===== src/aam_pkg.sv =====
// Constants and carrier types for the axis alarm monitor
package aam_pkg;

  // Register byte offsets on the Avalon-MM slave
  localparam logic [4:0] OFF_ALARM  = 5'h00;
  localparam logic [4:0] OFF_WARN   = 5'h04;
  localparam logic [4:0] OFF_DCODE  = 5'h08;
  localparam logic [4:0] OFF_STATUS = 5'h0C;
  localparam logic [4:0] OFF_CTRL   = 5'h10;
  localparam logic [4:0] OFF_CMD    = 5'h14;

  // Axis alarm word bit positions
  localparam int B_DRV_ERR   = 0;
  localparam int B_POS_OT    = 1;
  localparam int B_NEG_OT    = 2;
  localparam int B_POS_SL    = 3;
  localparam int B_NEG_SL    = 4;
  localparam int B_SERVO_OFF = 5;
  localparam int B_POS_TIME  = 6;
  localparam int B_MOVE_AMT  = 7;
  localparam int B_SPEED     = 8;
  localparam int B_FOLLOW    = 9;
  localparam int B_FLT_TYPE  = 10;
  localparam int B_FLT_TC    = 11;
  localparam int B_ZERO_NSET = 13;
  localparam int B_SYNC_ERR  = 16;
  localparam int B_COMM_ERR  = 17;
  localparam int B_CMD_TO    = 18;
  localparam int B_ABS_OVF   = 19;

  // Bits that can ever be set; reserved and unused bits stay zero
  localparam logic [31:0] ALARM_MASK = 32'h000F2FFF;
  // Alarm bits detected by neighbouring logic and only latched here
  localparam logic [31:0] EXT_MASK   = 32'h00002FC0;

  // Servo command status word bits
  localparam int S_BUSY    = 0;
  localparam int S_ZERO_OK = 1;
  localparam int S_FOLLOW  = 2;
  localparam int S_CMD_ERR = 3;

  // Control word bits
  localparam int C_ALM_RST = 0;

  // Motion command word fields
  localparam int CMD_DIR_BIT = 8;
  localparam logic [3:0] CMD_NONE = 4'h0;
  localparam logic [3:0] CMD_POSN = 4'h1;
  localparam logic [3:0] CMD_ZERO_RETURN_COMMAND = 4'h2;
  localparam logic [3:0] CMD_ZERO_SET_COMMAND = 4'h3;
  localparam logic [3:0] CMD_JOG  = 4'h4;

  localparam logic [31:0] ZERO_W = 32'h00000000;

  typedef enum logic [1:0] {AAM_IDLE, AAM_RUN, AAM_DECEL, AAM_WAIT_CLR} aam_state_e;

  // Status reported by the networked servo drive
  typedef struct packed {
    logic        alarm;
    logic [15:0] code;
    logic        sync_err;
    logic        comm_err;
    logic        cmd_timeout;
    logic        abs_ovf;
    logic        servo_on;
  } aam_drive_s;

  // Limit inputs: ok is high while the axis is inside its travel range
  typedef struct packed {
    logic pos_ot_ok;
    logic neg_ot_ok;
    logic pos_sl_hit;
    logic neg_sl_hit;
  } aam_limits_s;

endpackage


===== src/aam_sticky.sv =====
// Sticky flag vector: set wins over clear
`timescale 1ns/100ps
`default_nettype none
module aam_sticky #(
  parameter int W = 32
) (
  input  wire logic         sys_clk, // Clock
  input  wire logic         rst,     // Sync reset, high
  input  wire logic [W-1:0] set,     // Set strobes
  input  wire logic         clr,     // Clear all
  output logic      [W-1:0] q        // Flags
);

  logic [W-1:0] q_d;

  always_comb begin
    q_d = (clr ? '0 : q) | set;
  end

  always_ff @(posedge sys_clk) begin
    if (rst) begin
      q <= '0;
    end else begin
      q <= q_d;
    end
  end

endmodule // aam_sticky
`default_nettype wire


===== src/aam_axis_alarm_monitor.sv =====
// Axis alarm monitor: alarm word, motion abort and Avalon-MM registers
// Operation
// - bits 0-4 drive error, overtravel, soft limits
// - bits 5-9 servo off through following error
// - bits 10, 11 filter errors, 13 zero unset
// - bits 16-18 drive sync, comm, timeout errors
// - bit 19 absolute encoder count overflow
// - bits 20-21 reserved, others unused read zero
// - warning word readable beside alarm word
// - drive alarm watched always, sets drive error
// - every drive alarm code sets same flag
// - drive alarm code readable separately
// - drive error aborts command, decelerates axis
// - drive error or overtravel sets command error
// - overtravel inputs checked while command runs
// - only limit in moving direction counts
// - overtravel cancels, decelerates, then follow-up each scan
// - moves into active overtravel rejected, realarmed
// - soft limit stops axis, valid after zeroing
`timescale 1ns/100ps
`default_nettype none
module aam_axis_alarm_monitor (
  input  wire logic                 sys_clk,           // 200 MHz clock
  input  wire logic                 rst,               // Sync reset, high
  input  wire logic [4:0]           avs_address,       // Byte address
  input  wire logic                 avs_read,          // Read strobe
  input  wire logic                 avs_write,         // Write strobe
  input  wire logic [31:0]          avs_writedata,     // Write data
  input  wire logic [3:0]           avs_byteenable,    // Byte enables
  output logic      [31:0]          avs_readdata,      // Read data
  output logic                      avs_waitrequest,   // Wait request
  input  wire aam_pkg::aam_drive_s  drive,             // Drive status
  input  wire aam_pkg::aam_limits_s limits,            // Limit inputs
  input  wire logic [31:0]          ext_fault,         // Other fault pulses
  input  wire logic [31:0]          warn_in,           // Warning sources
  input  wire logic                 scan_tick,         // Scan cycle pulse
  input  wire logic                 motion_done,       // Command finished
  input  wire logic                 axis_stopped,      // Axis at rest
  input  wire logic [31:0]          fb_pos,            // Feedback position
  input  wire logic [31:0]          ref_pos,           // Reference position
  output logic                      move_active,       // Motion running
  output logic                      move_dir,          // 1 = positive
  output logic                      decel_req,         // Decelerate to stop
  output logic      [31:0]          machine_pos        // Machine position
);

  aam_pkg::aam_state_e state_q, state_d;
  logic [3:0]  code_q, code_d;
  logic        dir_q, dir_d;
  logic        zero_ok_q, zero_ok_d;
  logic        follow_q, follow_d;
  logic        ack_q, ack_d;
  logic [31:0] rdata_q, rdata_d;
  logic [31:0] warn_q, warn_d;
  logic [15:0] dcode_q, dcode_d;
  logic [31:0] mpos_q, mpos_d;
  logic [31:0] alarm_q, alarm_set;
  logic [0:0]  cerr_q, cerr_set;
  logic        alm_rst, wr_cmd, req;
  logic        is_move, start, ot_run, sl_run;

  // Bus handshake: one wait cycle, answer on the second
  assign req             = avs_read | avs_write;
  assign avs_waitrequest = req & ~ack_q;
  assign avs_readdata    = rdata_q;
  assign alm_rst = avs_write & ack_q & (avs_address == aam_pkg::OFF_CTRL)
                   & avs_byteenable[0] & avs_writedata[aam_pkg::C_ALM_RST];
  assign wr_cmd  = avs_write & ack_q & (avs_address == aam_pkg::OFF_CMD);

  assign is_move = (code_q == aam_pkg::CMD_POSN) | (code_q == aam_pkg::CMD_ZERO_RETURN_COMMAND)
                   | (code_q == aam_pkg::CMD_JOG);
  assign start   = (state_q == aam_pkg::AAM_IDLE) & (code_q != aam_pkg::CMD_NONE);
  // Only the limit ahead of the axis matters while moving
  assign ot_run  = dir_q ? ~limits.pos_ot_ok : ~limits.neg_ot_ok;
  assign sl_run  = zero_ok_q & (dir_q ? limits.pos_sl_hit : limits.neg_sl_hit);

  // Alarm word and command error latches
  aam_sticky #(.W(32)) u_alarm (
    .sys_clk (sys_clk),
    .rst     (rst),
    .set     (alarm_set & aam_pkg::ALARM_MASK),
    .clr     (alm_rst),
    .q       (alarm_q)
  );

  aam_sticky #(.W(1)) u_cerr (
    .sys_clk (sys_clk),
    .rst     (rst),
    .set     (cerr_set),
    .clr     (alm_rst),
    .q       (cerr_q)
  );

  // Motion command sequencing and alarm detection
  always_comb begin
    state_d   = state_q;
    code_d    = code_q;
    dir_d     = dir_q;
    zero_ok_d = zero_ok_q;
    follow_d  = follow_q;
    alarm_set = aam_pkg::ZERO_W;
    cerr_set  = 1'b0;
    // Drive status is watched in every state, not only during motion
    alarm_set[aam_pkg::B_DRV_ERR]  = drive.alarm;
    alarm_set[aam_pkg::B_SYNC_ERR] = drive.sync_err;
    alarm_set[aam_pkg::B_COMM_ERR] = drive.comm_err;
    alarm_set[aam_pkg::B_CMD_TO]   = drive.cmd_timeout;
    alarm_set[aam_pkg::B_ABS_OVF]  = drive.abs_ovf;
    alarm_set = alarm_set | (ext_fault & aam_pkg::EXT_MASK);
    if (drive.alarm) begin
      cerr_set = 1'b1;
    end
    if (wr_cmd) begin
      code_d = avs_writedata[3:0];
      dir_d  = avs_writedata[aam_pkg::CMD_DIR_BIT];
    end
    unique case (state_q)
      aam_pkg::AAM_IDLE: begin
        if (start) begin
          follow_d = 1'b0;
          if (code_q == aam_pkg::CMD_ZERO_SET_COMMAND) begin
            zero_ok_d = 1'b1;
            state_d   = aam_pkg::AAM_WAIT_CLR;
          end else if (!is_move) begin
            state_d = aam_pkg::AAM_WAIT_CLR;
          end else if (!drive.servo_on) begin
            alarm_set[aam_pkg::B_SERVO_OFF] = 1'b1;
            cerr_set = 1'b1;
            state_d  = aam_pkg::AAM_WAIT_CLR;
          end else if (ot_run) begin
            // Move into an active overtravel is refused and flagged again
            alarm_set[aam_pkg::B_POS_OT] = dir_q;
            alarm_set[aam_pkg::B_NEG_OT] = ~dir_q;
            cerr_set = 1'b1;
            state_d  = aam_pkg::AAM_WAIT_CLR;
          end else if (drive.alarm) begin
            state_d = aam_pkg::AAM_WAIT_CLR;
          end else begin
            state_d = aam_pkg::AAM_RUN;
          end
        end
      end
      aam_pkg::AAM_RUN: begin
        if (ot_run) begin
          alarm_set[aam_pkg::B_POS_OT] = dir_q;
          alarm_set[aam_pkg::B_NEG_OT] = ~dir_q;
          cerr_set = 1'b1;
          follow_d = 1'b1;
          state_d  = aam_pkg::AAM_DECEL;
        end else if (drive.alarm) begin
          state_d = aam_pkg::AAM_DECEL;
        end else if (sl_run) begin
          alarm_set[aam_pkg::B_POS_SL] = dir_q;
          alarm_set[aam_pkg::B_NEG_SL] = ~dir_q;
          cerr_set = 1'b1;
          state_d  = aam_pkg::AAM_DECEL;
        end else if (motion_done) begin
          if (code_q == aam_pkg::CMD_ZERO_RETURN_COMMAND) begin
            zero_ok_d = 1'b1;
          end
          state_d = aam_pkg::AAM_WAIT_CLR;
        end
      end
      aam_pkg::AAM_DECEL: begin
        if (axis_stopped) begin
          state_d = aam_pkg::AAM_WAIT_CLR;
        end
      end
      aam_pkg::AAM_WAIT_CLR: begin
        // A new command needs the command code cleared first
        if (code_q == aam_pkg::CMD_NONE) begin
          state_d = aam_pkg::AAM_IDLE;
        end
      end
    endcase
  end

  always_ff @(posedge sys_clk) begin
    if (rst) begin
      state_q   <= aam_pkg::AAM_IDLE;
      code_q    <= aam_pkg::CMD_NONE;
      dir_q     <= 1'b0;
      zero_ok_q <= 1'b0;
      follow_q  <= 1'b0;
    end else begin
      state_q   <= state_d;
      code_q    <= code_d;
      dir_q     <= dir_d;
      zero_ok_q <= zero_ok_d;
      follow_q  <= follow_d;
    end
  end

  assign move_active = (state_q == aam_pkg::AAM_RUN);
  assign move_dir    = dir_q;
  assign decel_req   = (state_q == aam_pkg::AAM_DECEL);
  assign machine_pos = mpos_q;

  // Monitored words and position follow-up
  always_comb begin
    warn_d  = warn_in;
    dcode_d = drive.alarm ? drive.code : dcode_q;
    mpos_d  = mpos_q;
    if (scan_tick) begin
      // Once stopped after overtravel, machine position follows reference
      if (follow_q && state_q == aam_pkg::AAM_WAIT_CLR) begin
        mpos_d = ref_pos;
      end else begin
        mpos_d = fb_pos;
      end
    end
  end

  always_ff @(posedge sys_clk) begin
    if (rst) begin
      warn_q  <= aam_pkg::ZERO_W;
      dcode_q <= 16'h0000;
      mpos_q  <= aam_pkg::ZERO_W;
    end else begin
      warn_q  <= warn_d;
      dcode_q <= dcode_d;
      mpos_q  <= mpos_d;
    end
  end

  // Register read path; data are ready when waitrequest drops
  always_comb begin
    ack_d   = req & ~ack_q;
    rdata_d = rdata_q;
    if (avs_read && !ack_q) begin
      unique case (avs_address)
        aam_pkg::OFF_ALARM:  rdata_d = alarm_q;
        aam_pkg::OFF_WARN:   rdata_d = warn_q;
        aam_pkg::OFF_DCODE:  rdata_d = {16'h0000, dcode_q};
        aam_pkg::OFF_STATUS: begin
          rdata_d = aam_pkg::ZERO_W;
          rdata_d[aam_pkg::S_BUSY]    = (state_q != aam_pkg::AAM_IDLE);
          rdata_d[aam_pkg::S_ZERO_OK] = zero_ok_q;
          rdata_d[aam_pkg::S_FOLLOW]  = follow_q;
          rdata_d[aam_pkg::S_CMD_ERR] = cerr_q[0];
        end
        aam_pkg::OFF_CMD:    rdata_d = {23'h000000, dir_q, 4'h0, code_q};
        default:             rdata_d = aam_pkg::ZERO_W;
      endcase
    end
  end

  always_ff @(posedge sys_clk) begin
    if (rst) begin
      ack_q   <= 1'b0;
      rdata_q <= aam_pkg::ZERO_W;
    end else begin
      ack_q   <= ack_d;
      rdata_q <= rdata_d;
    end
  end

endmodule // aam_axis_alarm_monitor
`default_nettype wire


===== config.mk =====
export PLATFORM = sky130hd
export DESIGN_NAME = aam_axis_alarm_monitor
export DESIGN_NICKNAME = d
export VERILOG_FILES = /design/src/aam_pkg.sv /design/src/aam_sticky.sv /design/src/aam_axis_alarm_monitor.sv
export SDC_FILE = /design/constraint.sdc
export NUM_CORES = 1
export LEC_CHECK = 0
export BUFFER_PORTS_ARGS = -buffer_cell sky130_fd_sc_hd__buf_2
export CAP_MARGIN = 20
export CORE_MARGIN = 4
export CORE_UTILIZATION = 50
export DETAILED_ROUTE_END_ITERATION = 12
export PLACE_DENSITY_LB_ADDON = 0.3
export SETUP_SLACK_MARGIN = 0.4
export SLEW_MARGIN = 20
export SYNTH_ARGS = -nofsm -noshare
export SYNTH_HDL_FRONTEND = slang
export SYNTH_SLANG_ARGS = --single-unit
export TNS_END_PERCENT = 30

===== constraint.sdc =====
create_clock -name sys_clk -period 2.94 [get_ports sys_clk]
set_input_delay 0.588 -clock sys_clk [delete_from_list [all_inputs] [get_ports sys_clk]]
set_output_delay 0.588 -clock sys_clk [all_outputs]
set_load 0.03 [all_outputs]

==> flow_metrics.tcl, run 1 <==
set metrics [dict create \
    remaining_drc_errors 0 \
    cts_made_buffers 17 \
    clk_pin_slew_ns 0.06 \
    irDropWorstVdd_uv 556.3 \
    dp_slack_ns 0.7496 \
    synth_seq_cells 140 \
    p_per_area_nw_per_um2 691.1 \
    ys_seq_area_share_pct 50.33 \
    finalPower_w 0.005087 \
    r2r_end "state_q[1]" \
    die-height_microns 113.5 \
    hold_start "warn_in[29]" \
    dp_hpwl_microns 11000 \
    cts_tree "done" \
    cap_violations 0 \
    layout_worst_path_cycle_share_pct 71.39 \
    relSlewSlack_pct 29.58 \
    postSynthAreaPerCell_sq_um 9.282 \
    track_usage_pct 23.43 \
    gp_routability_congestion 0.8696 \
    clk_path_buf_depth 2 \
    whs_ns 0.2816 \
    hold_depth 2 \
    r2r_slack_ns 1.16 \
    synth.net_count 806 \
    avgViaCountPerCell 5.464 \
    diodes 0 \
    p_leak_nw 3.388 \
    rows 38 \
    arrival_ns 1.51 \
    grt_remaining_overflow 0 \
    die_x_microns 113.5 \
    ys_async_sr_fraction_pct 0 \
    start_kind "flip-flop" \
    antenna_found_initial 0 \
    cp_max_fo 6 \
    core_area_sq_um 10890 \
    cts_resized 0 \
    clock.fmax_mhz 476.5 \
    yosysWarnings 0 \
    slew_violations 0 \
    hold-path-endpoint "warn_q[29]" \
    hold_viol 0 \
    setup.worst_path.end_class "primary output" \
    start_util_pct 51.15 \
    ys.flop_type "dfxtp_1" \
    io_buffer_count 214 \
    hold_buffers 0 \
    postRouteWirelength_microns 15520 \
    setup_tns_ns 0 \
    synth_cells 600 \
    cp.required_ns 2.35 \
    nets 1000 \
    dieArea_sq_um 12890 \
    finish.utilization_pct 67.61 \
    path_class "flip-flop to primary output" \
    ctsRootBufferMaster "clkbuf_8" \
    syn_area_sq_um 5569 \
    cts_htree_levels 4 \
    cts_setup_buffers 0 \
    rsz0062_at_grt "no" \
    r2r_cells 4 \
    min_path_type "input port to flip-flop" \
    r2r_start "move_dir" \
    clock-sinks 140 \
    synth-edff-count 0 \
    dr.pass1.iters 6 \
    ys_types 41 \
    skew_ns 0.004114 \
    drt_iter0_markers 498 \
    grt_max_degree 65 \
    clkLatencyLatePin_ns 0.51 \
    vias 5174 \
    setup_viol 0 \
    ant_nets 0 \
    post-route-min-period_ns 2.099 \
    outcome "completed" \
    nFillCells 854 \
    grt_pass1_wl_microns 24340 \
    io_pins 270 \
    setup_slack_ns 0.8413 \
    drive_above_1_share_pct 33.33 \
    worstMarginPinSlew_ns 1.056 \
    wl_per_cell_microns 16.38 \
    grt_pass1_vias 5107 \
    area_growth_pct 32.17 \
]
## cells by family after synthesis
family | after synthesis | share of synthesized area [%]
simple gates | 238 | 19.91
flops | 140 | 50.33
compound gates | 120 | 16.11
buf+inv | 56 | 4.224
mux | 41 | 8.380
fa+ha+maj | 4 | 0.8987
xor+xnor | 1 | 0.1573
## registers in the layout, indices dropped and copies added (netlist names)
signal,flops
avs_readdata,32
machine_pos,32
warn_q,32
u_alarm.q,17
dcode_q,16
code_q,4
state_q,2
ack_q,1
follow_q,1
move_dir,1
u_cerr.q,1
zero_ok_q,1
## Yosys cell counts (11+ instances only)
master    number  area [sq um]
dfxtp_1      140          2803
nor2_1        95         356.6
nand2_1       50         187.7
nand3_1       36         180.2
nor2b_1       36         225.2
clkbuf_1      34         127.6
a311oi_1      32         280.3
mux2i_1       32         320.3
a22oi_1       24         180.2
a21oi_1       20         100.1
o21ai_0       12         60.06
a22o_1        11         96.34
## area by class of cell
cell class              count  area [sq um]  share of cell area, %
multi-input cells         404          2531                  34.39
flip-flops and latches    140          2803                  38.08
well taps                 140         175.2                  2.380
clock buffers              21         469.2                  6.374
repair buffers            224          1169                  15.88
clock inverters            11         187.7                  2.550
inverters                   7         26.28                 0.3570
## cell usage in the layout (no fill, tap or decap), types with 3 or more instances in the layout
master / count
buf_2: 213
dfxtp_1: 140
nor2_1: 95
nand2_1: 50
nor2b_1: 36
nand3_1: 36
mux2i_1: 32
a311oi_1: 32
a22oi_1: 24
a21oi_1: 20
clkbuf_16: 16
o21ai_0: 12
a22o_1: 11
buf_4: 9
inv_1: 7
nand2b_1: 6
mux2_2: 5
clkbuf_8: 5
bufinv_16: 5
mux4_2: 4
ha_1: 4
nor3_1: 3
o2bb2ai_1: 3
nand3b_1: 3
o41ai_1: 3
clkinvlp_4: 3
clkinv_2: 3
## metal layers
metal  GRT usage, %  share of wire (%)  vias to the layer above
met2          39.18                 49                      212
met1          28.93                 42                     2429
li1               -                  -                     2512
met4          8.494                1.4                        0
met5              0                  0                        -
met3          6.525                7.5                       21
## per-stage QoR
stage,cell area [sq um],instances
final,7361,947
after global routing,7361,947
after CTS,7346,946
after detailed placement,6689,914
after global placement,6689,914
after floorplan,5569,600
## worst max-delay path: stages (launching register included)
cell and delay [ns]:
dfxtp_1 0.32, inv_1 0.11, ha_1 0.31, buf_2 0.25
## worst max-delay path by stage
stage / start / endpoint / slack (ns) / cells past startpoint
3_3_place_gp: avs_address[3] / avs_readdata[14] / 0.81 / 5
4_1_cts: state_q[1] / move_active / 0.82 / 3
5_1_grt: state_q[1] / move_active / 0.75 / 3
3_5_place_dp: avs_address[3] / avs_readdata[15] / 0.75 / 5
6_report: state_q[1] / move_active / 0.84 / 3
2_1_floorplan: move_dir / state_q[1] / 1.10 / 5
## power breakdown
part	total (W)	internal, W	switching (W)
Combinational	0.000701	0.000273	0.000428
Sequential	0.00205	0.00200	0.0000527
Clock	0.00233	0.00155	0.000785
Total	0.00509	0.00382	0.00127
No activity file was read; power rests on OpenSTA's default activity.
==> run 2, diff against run 1 <==
CORE_UTILIZATION = 42   (was 50)
clock period = 1.7 ns   (was 2.94 ns; I/O delays follow)
==> flow_metrics.tcl, run 2 (same netlist as run 1, synthesis figures left out) <==
set metrics [dict create \
    rsz0062_at_grt "yes" \
    hold_buffers 0 \
    p_leak_nw 3.712 \
    outcome "completed" \
    worstMarginPinSlew_ns 0.6286 \
    final_cell_mix "208 x buf_2, 133 x dfxtp_1, 93 x nor2_1" \
    finish.utilization_pct 63.76 \
    dp_cells 965 \
    dieArea_sq_um 15170 \
    r2r_start "move_dir" \
    cts_htree_levels 4 \
    ant_nets 0 \
    ctsRootBufferMaster "clkbuf_16" \
    finalPower_w 0.008965 \
    slew_violations 0 \
    hold_start "warn_in[28]" \
    r2r_slack_ns 0.08 \
    drive_above_1_share_pct 42.32 \
    wl_per_cell_microns 16.95 \
    core_area_sq_um 12820 \
    die_x_microns 123.2 \
    path_class "flip-flop to flip-flop" \
    skew_ns 0.008600 \
    relSlewSlack_pct 58.01 \
    cp.required_ns 2.02 \
    area_growth_pct 46.82 \
    cp_max_fo 4 \
    hold_viol 0 \
    grt_pass1_wl_microns 24750 \
    cts_tree "done" \
    remaining_drc_errors 0 \
    setup_viol 0 \
    start_kind "flip-flop" \
    grt_max_degree 65 \
    wl_met1_microns 6995 \
    clock-sinks 140 \
    irDropWorstVdd_uv 670.7 \
    io_buffer_count 214 \
    p_per_area_nw_per_um2 1096 \
    postRouteWirelength_microns 17290 \
    clkLatencyLatePin_ns 0.42 \
    dr.pass1.iters 5 \
    route.met2.wl_microns 8344 \
    clk_path_buf_depth 2 \
    fin_cells 1020 \
    arrival_ns 1.94 \
    startpoint "move_dir" \
    setup.worst_path.end_class "flip-flop" \
    setup_tns_ns 0 \
    drt_iter0_markers 309 \
    start_util_pct 43.42 \
    min_path_type "input port to flip-flop" \
    gp_routability_congestion 0.8618 \
    clock.fmax_mhz 619.1 \
    avgViaCountPerCell 5.219 \
    die-height_microns 123.2 \
    post-route-min-period_ns 1.615 \
    rows 41 \
    highest_layer "met4" \
    antenna_found_initial 2 \
    cap_violations 0 \
    track_usage_pct 20.95 \
    dr_wl_met3_microns 1541 \
    io_pins 270 \
    nets 1039 \
    vias 5323 \
    grt_remaining_overflow 0 \
    clk_pin_slew_ns 0.06 \
    grt_pass1_vias 5028 \
    final_common_cell "buf_2" \
    cts_made_buffers 17 \
    dp_hpwl_microns 11860 \
    layout_worst_path_cycle_share_pct 95.01 \
]
run 2: cell count changes in the layout (fill, tap and decap cells not counted), sizes merged:
cell      change
buf          +36
diode         +2
bufinv        -2
clkinvlp      +1
clkbuf        +3
clkinv        +1
run 2: power breakdown:
group | internal, W | switching [W] | leakage (nW) | total, W
Clock | 0.00234 | 0.00138 | 0.279 | 0.00372
Sequential | 0.00347 | 0.000132 | 1.16 | 0.00360
Combinational | 0.000750 | 0.000896 | 2.27 | 0.00165
run 2: per-stage QoR:
stage | worst slack (ns) | cell area (sq um) | hold WS, ns
floorplan | 0.1041 | 5709 | 0.4365
global placement | -0.03084 | 6998 | 0.4488
detailed placement | -0.03786 | 6998 | 0.4573
CTS | 0.1278 | 7765 | 0.1144
global route | 0.03969 | 8177 | 0.1224
finish | 0.08483 | 8177 | 0.1311
run 2: layout make-up:
type | instances | area, sq um
Timing Repair Buffer | 263 | 1649
Inverter | 7 | 36.28
Antenna cell | 2 | 5.005
Sequential cell | 140 | 2826
Tap cell | 172 | 215.2
Fill cell | 1091 | 4648
Clock buffer | 21 | 450.4
Multi-Input combinational cell | 404 | 2850
Clock inverter | 11 | 143.9
run 2: what timing repair did:
item | in CTS | in global routing
setup endpoints to repair | 145 | 158
gates resized for setup | 26 | 59
cloned | 0 | 2
pin swaps | 18 | 29
setup buffers | 10 | 9
run 2: worst paths after layout:
| kind | to | cells past startpoint |
|---|---|---|
| max reg2reg | state_q[1] | 4 |
| max | state_q[1] | 4 |
| min | warn_q[28] | 2 |
| min reg2reg | ack_q | 1 |
run 2: per-layer routing:
layer / global-route usage [%] / vias to the layer above
met4: 7.543 / 0
met5: 0 / -
met2: 34.49 / 218
li1: - / 2598
met1: 25.09 / 2475
met3: 7.777 / 32
run 2: critical path: stages (launching register included):
cell and delay (ns):
dfxtp_4 0.40, mux2_4 0.33, a2111o_1 0.42, a211o_1 0.31
o31ai_1 0.06
